File: config.mk
export PLATFORM = sky130hd
export DESIGN_NAME = dbm_mux
export DESIGN_NICKNAME = d
export VERILOG_FILES = /design/src/rtl/dbm_pkg.sv /design/src/rtl/dbm_mux.sv /design/src/rtl/dbm_log_mem.sv /design/src/rtl/dbm_log_fifo.sv
export VERILOG_INCLUDE_DIRS = /design/src /design/src/rtl
export SDC_FILE = /design/constraint.sdc
export NUM_CORES = 1
export LEC_CHECK = 0
export ABC_AREA = 1
export BUFFER_PORTS_ARGS = -buffer_cell sky130_fd_sc_hd__buf_2
export CAP_MARGIN = 20
export CORE_MARGIN = 2
export CORE_UTILIZATION = 45
export CTS_CLUSTER_DIAMETER = 40
export DETAILED_ROUTE_END_ITERATION = 12
export RECOVER_POWER = 25
export SLEW_MARGIN = 20
export SYNTH_ARGS = -nofsm -noshare
export SYNTH_HDL_FRONTEND = slang
export SYNTH_HIERARCHICAL = 1
export SYNTH_SLANG_ARGS = --single-unit
File: constraint.sdc
create_clock -name core_clk_in -period 5.7 [get_ports core_clk_in]
set_input_delay 0.57 -clock core_clk_in [delete_from_list [all_inputs] [get_ports core_clk_in]]
set_output_delay 0.57 -clock core_clk_in [all_outputs]
set_load 0.01 [all_outputs]
File: src/rtl/dbm_defs.svh
`ifndef DBM_DEFS_SVH
`define DBM_DEFS_SVH

// channel count and field widths
`define DBM_NCH 7
`define DBM_CW 3
`define DBM_AW 12
`define DBM_XW 3
`define DBM_DW 12

// break log record: channel code, address, extended address, data
`define DBM_LOG_W 30
`define DBM_LOG_DEPTH 32
`define DBM_LOG_PW 5

// one-hot state codes
`define DBM_ST_IDLE 3'b001
`define DBM_ST_SEL 3'b010
`define DBM_ST_GRANT 3'b100

// reset values
`define DBM_CH_RST 7'h00
`define DBM_ADDR_RST 12'h000
`define DBM_EXT_RST 3'h0
`define DBM_DATA_RST 12'h000

`endif

File: src/rtl/dbm_pkg.sv
`include "dbm_defs.svh"

package dbm_pkg;

  typedef enum logic [2:0] {
    dbm_st_idle = `DBM_ST_IDLE,
    dbm_st_sel = `DBM_ST_SEL,
    dbm_st_grant = `DBM_ST_GRANT
  } dbm_state_e;

  typedef struct packed {
    dbm_state_e st;
    logic [`DBM_NCH-1:0] sel;
    logic [`DBM_NCH-1:0] grant;
    logic brk_act;
    logic [`DBM_AW-1:0] maddr;
    logic [`DBM_XW-1:0] mext;
    logic cyc;
    logic dir;
    logic [`DBM_DW-1:0] data;
    logic inh;
  } dbm_state_s;

endpackage

File: src/rtl/dbm_mux.sv
// Contract
// - power clear empties break, select, grant state
// - any request gives one inverted break request
// - first timing pulse selects a requesting channel while the log has room
// - lower channel number wins, others stay clear
// - address accepted grants and pulses selected channel
// - active level needs break and own grant
// - overflow pulse goes to granted channel only
// - data select follows grant flip-flop
// - address select follows select flip-flop
// - selected 12-bit address passes to processor
// - selected cycle type passes to processor
// - selected extended address bits pass to processor
// - granted 12-bit data passes to processor
// - granted increment inhibit passes to processor
// - selected direction passes to processor
// - seven channels, zero to six
`timescale 1ns/10ps
`include "dbm_defs.svh"

module dbm_mux (
  // clock and reset
  input wire logic core_clk_in,
  input wire logic nrst_in,
  // processor control
  input wire logic power_clear_in,
  input wire logic first_timing_pulse_in,
  input wire logic address_accepted_pulse_in,
  input wire logic word_count_overflow_in,
  input wire logic break_done_in,
  output logic break_request_n_out,
  // processor data path
  output logic [`DBM_AW-1:0] memory_address_bits_out,
  output logic [`DBM_XW-1:0] extended_address_bits_out,
  output logic cycle_type_select_out,
  output logic data_in_dir_out,
  output logic [`DBM_DW-1:0] transfer_data_bits_out,
  output logic current_address_increment_inhibit_out,
  // peripheral inputs, one lane per channel
  input wire logic [`DBM_NCH-1:0] break_request_line_in,
  input wire logic [`DBM_NCH-1:0][`DBM_AW-1:0] memory_address_bits_dev_in,
  input wire logic [`DBM_NCH-1:0][`DBM_XW-1:0] extended_address_bits_dev_in,
  input wire logic [`DBM_NCH-1:0] cycle_type_select_dev_in,
  input wire logic [`DBM_NCH-1:0] data_out_dir_dev_in,
  input wire logic [`DBM_NCH-1:0][`DBM_DW-1:0] transfer_data_bits_dev_in,
  input wire logic [`DBM_NCH-1:0] current_address_increment_inhibit_dev_in,
  // peripheral outputs
  output logic [`DBM_NCH-1:0] address_accepted_pulse_out,
  output logic [`DBM_NCH-1:0] word_count_overflow_dev_out,
  output logic [`DBM_NCH-1:0] channel_active_level_out,
  output logic [`DBM_NCH-1:0] data_bits_select_out,
  output logic [`DBM_NCH-1:0] address_lines_select_out,
  // break log stream
  output logic log_valid_out,
  input wire logic log_ready_in,
  output logic [`DBM_LOG_W-1:0] log_data_out
);

  dbm_pkg::dbm_state_s st_q;
  dbm_pkg::dbm_state_s st_d;

  logic [`DBM_NCH-1:0] winner;
  logic arb_go;
  logic log_push;
  logic log_room;
  logic [`DBM_CW-1:0] grant_idx;
  logic [`DBM_CW-1:0] sel_idx;
  logic [`DBM_LOG_W-1:0] log_rec;

  // per-channel gated lanes combined by a running or
  logic [`DBM_NCH:0][`DBM_AW-1:0] addr_or;
  logic [`DBM_NCH:0][`DBM_XW-1:0] ext_or;
  logic [`DBM_NCH:0][`DBM_DW-1:0] data_or;
  logic [`DBM_NCH:0] cyc_or;
  logic [`DBM_NCH:0] dir_or;
  logic [`DBM_NCH:0] inh_or;

  function automatic logic [`DBM_CW-1:0] chan_code(input logic [`DBM_NCH-1:0] onehot);
    logic [`DBM_CW-1:0] code;
    code = '0;
    for (int i = 0; i < `DBM_NCH; i++) begin
      if (onehot[i]) begin
        code = `DBM_CW'(i);
      end
    end
    return code;
  endfunction

  assign break_request_n_out = !(|break_request_line_in);

  // isolating the lowest set bit gives fixed priority to channel zero
  assign winner = break_request_line_in & (~break_request_line_in + 7'h01);
  // arbitration waits for log room, so a finished break can always be logged
  assign arb_go = (st_q.st == dbm_pkg::dbm_st_idle) && first_timing_pulse_in
    && (|break_request_line_in) && log_room;
  assign log_push = (st_q.st == dbm_pkg::dbm_st_grant) && break_done_in
    && !power_clear_in;
  assign grant_idx = chan_code(st_q.grant);
  assign sel_idx = chan_code(st_q.sel);
  assign log_rec = {grant_idx, st_q.maddr, st_q.mext, st_q.data};

  assign addr_or[0] = '0;
  assign ext_or[0] = '0;
  assign data_or[0] = '0;
  assign cyc_or[0] = 1'b0;
  assign dir_or[0] = 1'b0;
  assign inh_or[0] = 1'b0;

  for (genvar g = 0; g < `DBM_NCH; g++) begin : g_chan
    assign address_lines_select_out[g] = st_q.sel[g];
    assign data_bits_select_out[g] = st_q.grant[g];
    assign address_accepted_pulse_out[g] = address_accepted_pulse_in
      && (st_q.st == dbm_pkg::dbm_st_sel) && st_q.sel[g];
    assign word_count_overflow_dev_out[g] = word_count_overflow_in && st_q.grant[g];
    assign channel_active_level_out[g] = st_q.brk_act && st_q.grant[g];
    assign addr_or[g+1] = addr_or[g]
      | (memory_address_bits_dev_in[g] & {`DBM_AW{st_q.sel[g]}});
    assign ext_or[g+1] = ext_or[g]
      | (extended_address_bits_dev_in[g] & {`DBM_XW{st_q.sel[g]}});
    assign cyc_or[g+1] = cyc_or[g] | (cycle_type_select_dev_in[g] & st_q.sel[g]);
    assign dir_or[g+1] = dir_or[g] | (data_out_dir_dev_in[g] & st_q.sel[g]);
    assign data_or[g+1] = data_or[g]
      | (transfer_data_bits_dev_in[g] & {`DBM_DW{st_q.grant[g]}});
    assign inh_or[g+1] = inh_or[g]
      | (current_address_increment_inhibit_dev_in[g] & st_q.grant[g]);
  end

  always_comb begin
    st_d = st_q;
    // data lanes are re-registered every cycle: address, extended, cycle and direction from select, data and inhibit from grant
    st_d.maddr = addr_or[`DBM_NCH];
    st_d.mext = ext_or[`DBM_NCH];
    st_d.cyc = cyc_or[`DBM_NCH];
    st_d.dir = dir_or[`DBM_NCH];
    st_d.data = data_or[`DBM_NCH];
    st_d.inh = inh_or[`DBM_NCH];
    case (st_q.st)
      dbm_pkg::dbm_st_idle: begin
        if (arb_go) begin
          st_d.sel = winner;
          st_d.st = dbm_pkg::dbm_st_sel;
        end
      end
      dbm_pkg::dbm_st_sel: begin
        // a peripheral must keep its request up until this pulse
        if (address_accepted_pulse_in) begin
          st_d.grant = st_q.sel;
          st_d.brk_act = 1'b1;
          st_d.st = dbm_pkg::dbm_st_grant;
        end
      end
      dbm_pkg::dbm_st_grant: begin
        if (break_done_in) begin
          st_d.sel = `DBM_CH_RST;
          st_d.grant = `DBM_CH_RST;
          st_d.brk_act = 1'b0;
          st_d.st = dbm_pkg::dbm_st_idle;
        end
      end
      default: begin
        st_d.st = dbm_pkg::dbm_st_idle;
        st_d.sel = `DBM_CH_RST;
        st_d.grant = `DBM_CH_RST;
        st_d.brk_act = 1'b0;
      end
    endcase
    // power clear needs no channel addressing and beats everything else
    if (power_clear_in) begin
      st_d.st = dbm_pkg::dbm_st_idle;
      st_d.sel = `DBM_CH_RST;
      st_d.grant = `DBM_CH_RST;
      st_d.brk_act = 1'b0;
    end
  end

  always_ff @(posedge core_clk_in) begin
    if (!nrst_in) begin
      st_q.st <= dbm_pkg::dbm_st_idle;
      st_q.sel <= `DBM_CH_RST;
      st_q.grant <= `DBM_CH_RST;
      st_q.brk_act <= 1'b0;
      st_q.maddr <= `DBM_ADDR_RST;
      st_q.mext <= `DBM_EXT_RST;
      st_q.cyc <= 1'b0;
      st_q.dir <= 1'b0;
      st_q.data <= `DBM_DATA_RST;
      st_q.inh <= 1'b0;
    end else begin
      st_q <= st_d;
    end
  end

  assign memory_address_bits_out = st_q.maddr;
  assign extended_address_bits_out = st_q.mext;
  assign cycle_type_select_out = st_q.cyc;
  assign data_in_dir_out = st_q.dir;
  assign transfer_data_bits_out = st_q.data;
  assign current_address_increment_inhibit_out = st_q.inh;

  dbm_log_fifo #(.W(`DBM_LOG_W), .D(`DBM_LOG_DEPTH), .PW(`DBM_LOG_PW)) u_log (
    .core_clk_in(core_clk_in),
    .nrst_in(nrst_in),
    .in_valid_in(log_push),
    .in_ready_out(log_room),
    .in_data_in(log_rec),
    .out_valid_out(log_valid_out),
    .out_ready_in(log_ready_in),
    .out_data_out(log_data_out)
  );
endmodule

File: src/rtl/dbm_log_mem.sv
`timescale 1ns/10ps

module dbm_log_mem #(
  parameter int W = 30,
  parameter int D = 32,
  parameter int PW = 5
) (
  // clock
  input wire logic core_clk_in,
  // write port
  input wire logic wr_en_in,
  input wire logic [PW-1:0] wr_addr_in,
  input wire logic [W-1:0] wr_data_in,
  // read port, data registered
  input wire logic [PW-1:0] rd_addr_in,
  output logic [W-1:0] rd_data_out
);

  logic [W-1:0] mem_q [D];

  // read before write: a same-address write shows up one cycle later
  always_ff @(posedge core_clk_in) begin
    if (wr_en_in) begin
      mem_q[wr_addr_in] <= wr_data_in;
    end
    rd_data_out <= mem_q[rd_addr_in];
  end

endmodule

File: src/rtl/dbm_log_fifo.sv
`timescale 1ns/10ps

module dbm_log_fifo #(
  parameter int W = 30,
  parameter int D = 32,
  parameter int PW = 5
) (
  // clock and reset
  input wire logic core_clk_in,
  input wire logic nrst_in,
  // fill side
  input wire logic in_valid_in,
  output logic in_ready_out,
  input wire logic [W-1:0] in_data_in,
  // drain side
  output logic out_valid_out,
  input wire logic out_ready_in,
  output logic [W-1:0] out_data_out
);

  typedef struct packed {
    logic [PW-1:0] wp;
    logic [PW-1:0] rp;
    logic [PW:0] cnt;
    logic stale;
  } dbm_fifo_s;

  localparam logic [PW:0] FULL_CNT = (PW+1)'(D);

  dbm_fifo_s st_q;
  dbm_fifo_s st_d;
  logic push;
  logic pop;

  assign in_ready_out = (st_q.cnt != FULL_CNT);
  // stale marks a read that raced a write to the same slot
  assign out_valid_out = (st_q.cnt != '0) && !st_q.stale;

  always_comb begin
    push = in_valid_in && in_ready_out;
    pop = out_valid_out && out_ready_in;
    st_d = st_q;
    st_d.wp = st_q.wp + PW'(push);
    st_d.rp = st_q.rp + PW'(pop);
    st_d.cnt = st_q.cnt + (PW+1)'(push) - (PW+1)'(pop);
    st_d.stale = push && (st_q.wp == st_d.rp);
  end

  always_ff @(posedge core_clk_in) begin
    if (!nrst_in) begin
      st_q <= '0;
    end else begin
      st_q <= st_d;
    end
  end

  dbm_log_mem #(.W(W), .D(D), .PW(PW)) u_mem (
    .core_clk_in(core_clk_in),
    .wr_en_in(push),
    .wr_addr_in(st_q.wp),
    .wr_data_in(in_data_in),
    .rd_addr_in(st_d.rp),
    .rd_data_out(out_data_out)
  );

endmodule

# Word-level counts from Yosys, hierarchy flattened
# Memory sizes are Yosys's and may differ from the RTL's. A register that Yosys moved wholly into a read port is not among the register bits.
# Cells that the tools add are included.
dict set report totals {
  regBits 65
  memories 1
  output_inout_bits 97
  input_bits 225
  mem_bits_rw 960
}
# memory depth width rd rd_clocked_by_memory_dff wr line
set mem_list {}
lappend mem_list {u_log.u_mem.mem_q 32 30 1 1 1 dbm_log_mem.sv:19} ;# logic [W-1:0] mem_q [D];
dict set report op_classes {
  bitwise_logic 83
  addsub 5
  reduce_logical 40
  muxes 15
  n_eq_ne 8
}
# cell n
set ops {}
lappend ops {{12-bit AND} 14}
lappend ops {{12-bit bitwise OR} 12}
lappend ops {{1-bit logical AND} 31}
lappend ops {{8-bit case mux with 3 select lines} 1}
lappend ops {{1-bit AND} 21}
lappend ops {{3-bit AND} 7}
lappend ops {{7-bit case mux with 3 select lines} 1}
lappend ops {{18-bit 2-to-1 mux} 1}
lappend ops {{1-bit bitwise OR} 18}
lappend ops {{3-bit bitwise OR} 6}
lappend ops {{3-bit 2-to-1 mux} 4}
lappend ops {{5-bit by 1-bit adder with 5-bit output} 2}
lappend ops {{10-bit 2-to-1 mux} 1}
lappend ops {{3-bit case mux with 3 select lines} 1}
lappend ops {{3-bit AND reduction} 3}
lappend ops {{8-bit 2-to-1 mux} 1}
lappend ops {{7-bit by 1-bit adder with 7-bit output, second input constant} 1}
lappend ops {{7-bit AND} 1}
lappend ops {{7-bit NOT} 1}
lappend ops {{7-bit OR reduction} 1}
lappend ops {{6-bit by 1-bit adder with 6-bit output} 1}
lappend ops {{2-bit != test, second input constant} 3}
lappend ops {{6-bit != test, second input constant} 1}
lappend ops {{6-bit nonzero test} 1}
lappend ops {{other kinds (10)} 17}

# Longest topological paths before layout
dict set report logic_depth {
  ltp_word 7
  depth_mapped 20
}

# Cells and area by module
# The synthesis kept the hierarchy.
# module instances cells_per_inst area_each_um2
set by_module_without_submodules {}
lappend by_module_without_submodules {dbm_log_mem 1 3319 39370.3}
lappend by_module_without_submodules {dbm_mux 1 494 3243.1}
lappend by_module_without_submodules {dbm_log_fifo 1 134 979.7}

# Least setup slack after synthesis
# OpenSTA, ideal clock, no wires.
dict set report synth_timing {
  path_kind {in2reg}
  startpoint {input port break_done_in}
  endpoint {memory u_log.u_mem.mem_q[31][0], enable pin}
  t_arrival_ns 2.541
  path_buffers 0
  setup_slack_ns 2.742
  setup_ns 0.417
  path_stages 6
  path_cell_list {inv_1 > nor3_1 > nand2_1 > inv_1 > nand3_1 > nor2_1}
}
dict set report synth_via {
  elab_chain_cells 5
}
# item line
set synth_rtl {}
lappend synth_rtl {{start, declared} dbm_mux.sv:30} ;# input wire logic break_done_in,
lappend synth_rtl {{1-bit logical AND} dbm_mux.sv:96} ;# assign log_push = (st_q.st == dbm_pkg::dbm_st_grant) && break_done_in
lappend synth_rtl {{1-bit logical AND} dbm_mux.sv:97} ;# && !power_clear_in;
lappend synth_rtl {{named net log_push} dbm_mux.sv:64} ;# logic log_push;
lappend synth_rtl {{1-bit logical AND} dbm_log_fifo.sv:40} ;# push = in_valid_in && in_ready_out;
lappend synth_rtl {{named net u_log.push} dbm_log_fifo.sv:32} ;# logic push;
lappend synth_rtl {{1-bit 2-to-1 mux} dbm_log_mem.sv:23} ;# if (wr_en_in) begin
lappend synth_rtl {{1-bit 2-to-1 mux (not written as such)} dbm_log_mem.sv:24} ;# mem_q[wr_addr_in] <= wr_data_in;
lappend synth_rtl {{end, declared} dbm_log_mem.sv:19}
# The timed path passes the listed nets, and every way through them passes these cells.

==> metrics <==
setup TNS=0 ns; Reg clk slew, reported paths=roughly 0.060 ns; fmax=264.3 MHz; pwr dens=approximately 430 mW/mm^2; Setup Skew=roughly 0.03 ns; cell mode on critical path=nand2_1; drt first pass iters=6; vias in the first global route=29410; Compound-Gate Fraction of Synth Area=2.112%; CP Data Required Time=6.31 ns; antenna viol nets, final=0; fillers=between 8000 and 9000; DR iter-0 viols=3078; largest net degree at the start of global routing=143; Commonest cells post-synth=1521 x nand2_1, 960 x edfxtp_1, 761 x nand3_1, 138 x buf_2, 95 x dfxtp_1; I/O pins=between 300 and 400; Reg2Reg Capture Point=u_log/u_mem/rd_data_out[15]; mux contribution to synthesized area=0%; Clock Tree Buf Depth=3; Simple-Gate Fraction of Synth Area=around 23%; syn nets=4184; Final Critical Period=between 3 and 4 ns; Synth Area in Adders=0.3616%; hold-critical path depth=3; Avg Synthesized Cell Area=roughly 11 sq um; vias per cell=about 5.5; TritonCTS buffer count=137; max_slew headroom=-29.14%; VDD IR max=around 300 uV; Inst Count DP=5355; slowest stage delay, CP=about 0.82 ns; Cell variety after synth=32; R2R setup slack=~1.9 ns; Synth top area share=approximately two thirds; Post-synth EDFFs=960; Post-CTS Repair Setup Buffers=0; clk_lat worst skew=0.74 ns; area of the die=between 0.09 and 0.1 sq mm; total track usage=around a quarter; Arr. time, crit path=around 4.4 ns; CP max stage cell=inv_8; initial antenna violation count=7; crit end category=flip-flop; layout cell share with drive strength beyond 1=between 10% and 20%; # setup viols final=0; drt drc=0; crit share post-route=66.38%; most frequent cell after synthesis=nand2_1; status=finished, violations left; Clock Root Buffer=clkbuf_16; largest cells by area after synthesis=edfxtp_1 66%, nand2_1 13%, nand3_1 8.7%, dfxtp_1 4.4%, buf_2 1.6%; Core Region=between 0.09 and 0.1 sq mm; violated checks=capacitance limit, slew limit; first-pass GRT wire length=between 150 and 200 mm; gr ovfl total=0; row cnt=approximately 110; port bufs=between 300 and 400; sequential share of the synthesized area=between 70% and 80%; Leak=20.20 nW; routability cong.=between 0.9 and 1; reg2reg path depth=15; critical path class=flip-flop to flip-flop; Finished Layout Cells=5614; synth-to-layout area growth=17.26%; maxcap violations=19; CTS tree=done; top_reg_cell synth=edfxtp_1; asr flop ratio synth=0%; Synth warnings=6; RSZ-0062 raised after global routing=false; Starting Density=roughly 45%; Die H=~320 microns; Die W=approximately 320 microns; Hold Path Class=input pin to flip-flop; Nets=between 4000 and 5000; Final Hold Viols=0; Detailed Route WL=approximately 130 mm; Synth Area in XOR/XNOR=less than 1%; FF-to-FF Start=u_log/st_q[3]; DR WL/cell=between 20 and 25 microns; Min-Delay Startpoint=transfer_data_bits_dev_in[74]; sequence of cells on the critical path=inv_1 > ha_1 > nand3_2 > nand3_2 > nor2_2 > ha_4 > inv_8 > buf_4 > nand3_1 > nand3_1 > nand2_1 > nand2_1 > nand2_1 > nand2_1 > nand2_1; largest family of logic cells by synthesized area=simple AND/OR/NAND/NOR gates; worst slew pin tran=1.937 ns; H-Tree Depth=4; routed via count=between 30000 and 40000; CTS Sinks=between 1000 and 1500; Startpoint Class=flip-flop; biggest area consumer among synthesized cells=edfxtp_1; Hold Buf Count CTS=0; HPWL Detailed=72.49 mm; Slew Limit Fails=646; crit-path max FO=137; WHS Endpoint=transfer_data_bits_out[2]; Mapped Area=about 0.044 sq mm; post-CTS sizing=0; synthesized instance count=approximately 4000; Synth Register Bits=1055
[layer usage]
layer / up-vias / share of wire [%] / GRT usage (%) / wire length [microns]
li1: 14210 / - / - / -
met1: 14890 / 41 / 34.62 / 52630
met2: 1398 / 48 / 40.86 / 60580
met3: 243 / 7.7 / 4.427 / 9762
met4: 2 / 3.4 / 9.968 / 4343
met5: - / 0.010 / 0 / 13
[stage by stage]
stage          util (%)  total power, W  area [sq um]  hold WS, ns  setup WS (ns)
6_report          53.09         0.02199         51120       0.1275          1.917
5_1_grt           53.09         0.02296         51120       0.1199          1.711
4_1_cts           53.11         0.02211         51130      0.08019          1.976
3_5_place_dp      48.29         0.01350         46490       0.4933          1.770
3_3_place_gp      48.18         0.01347         46390       0.4858          1.822
2_1_floorplan         -         0.01213         43590       0.4734          2.742
[area by class of cell]
class | count | area [sq um] | share of cell area, %
Antenna cell | 4 | 10.01 | 0.01958
Clock buffer | 163 | 3631 | 7.103
Clock inverter | 90 | 1010 | 1.975
Inverter | 79 | 329.1 | 0.6437
Multi-Input combinational cell | 2532 | 11310 | 22.12
Sequential cell | 1055 | 30730 | 60.12
Tap cell | 1276 | 1597 | 3.123
Timing Repair Buffer | 415 | 2504 | 4.898
[placed cells by master (no fill, tap or decap), drive strengths merged]
cell type / instances
a221oi: 20
clkinvlp: 12
nor3: 5
xor2: 3
a41oi: 3
nor2: 71
dfxtp: 95
buf: 394
clkinv: 49
a21oi: 76
clkbuf: 184
diode: 4
and3: 1
a22o: 27
edfxtp: 960
fa: 1
xnor2: 2
o211ai: 1
nand4: 6
nand3: 763
a31oi: 5
inv: 95
bufinv: 13
a31o: 1
nand2: 1526
o21ai: 10
ha: 11
[state kept, by name, summed over array words and instances (netlist names)]
register / count
address_lines_select_out: 7
current_address_increment_inhibit_out: 1
cycle_type_select_out: 1
data_bits_select_out: 7
data_in_dir_out: 1
extended_address_bits_out: 3
memory_address_bits_out: 12
st_q: 4
transfer_data_bits_out: 12
u_log/st_q: 17
u_log/u_mem/mem_q: 960
u_log/u_mem/rd_data_out: 30
[power breakdown]
group / switching, W / total (W) / internal, W
Combinational: 0.00331 / 0.00462 / 0.00130
Sequential: 0.000102 / 0.00875 / 0.00865
Clock: 0.00339 / 0.00862 / 0.00523
Total: 0.00681 / 0.0220 / 0.0152
[cell families after synthesis]
group,Yosys count
AO/OA/AOI/OAI,143
XOR/XNOR,5
adder cells (fa/ha/maj),12
buffers and inverters,360
flip-flops,1055
AND/OR/NAND/NOR,2372
[worst max-delay path, delay by kind of cell, from the launching register on]
kind,cells,cell delay (ns)
fa+ha+maj,2,0.67
buf+inv,3,1.36
flops,1,0.34
simple gates,10,1.16
[how the worst max path moves through the flow]
stage	to	from
3_5_place_dp	u_log/u_mem/mem_q[18][26]	break_done_in
4_1_cts	u_log/u_mem/mem_q[7][23]	st_q[45]
3_3_place_gp	u_log/u_mem/mem_q[7][3]	break_done_in
2_1_floorplan	u_log/u_mem/mem_q[31][0]	break_done_in
6_report	u_log/u_mem/rd_data_out[15]	u_log/st_q[3]
5_1_grt	u_log/u_mem/rd_data_out[16]	u_log/st_q[3]
(Power assumes the default switching activity.)
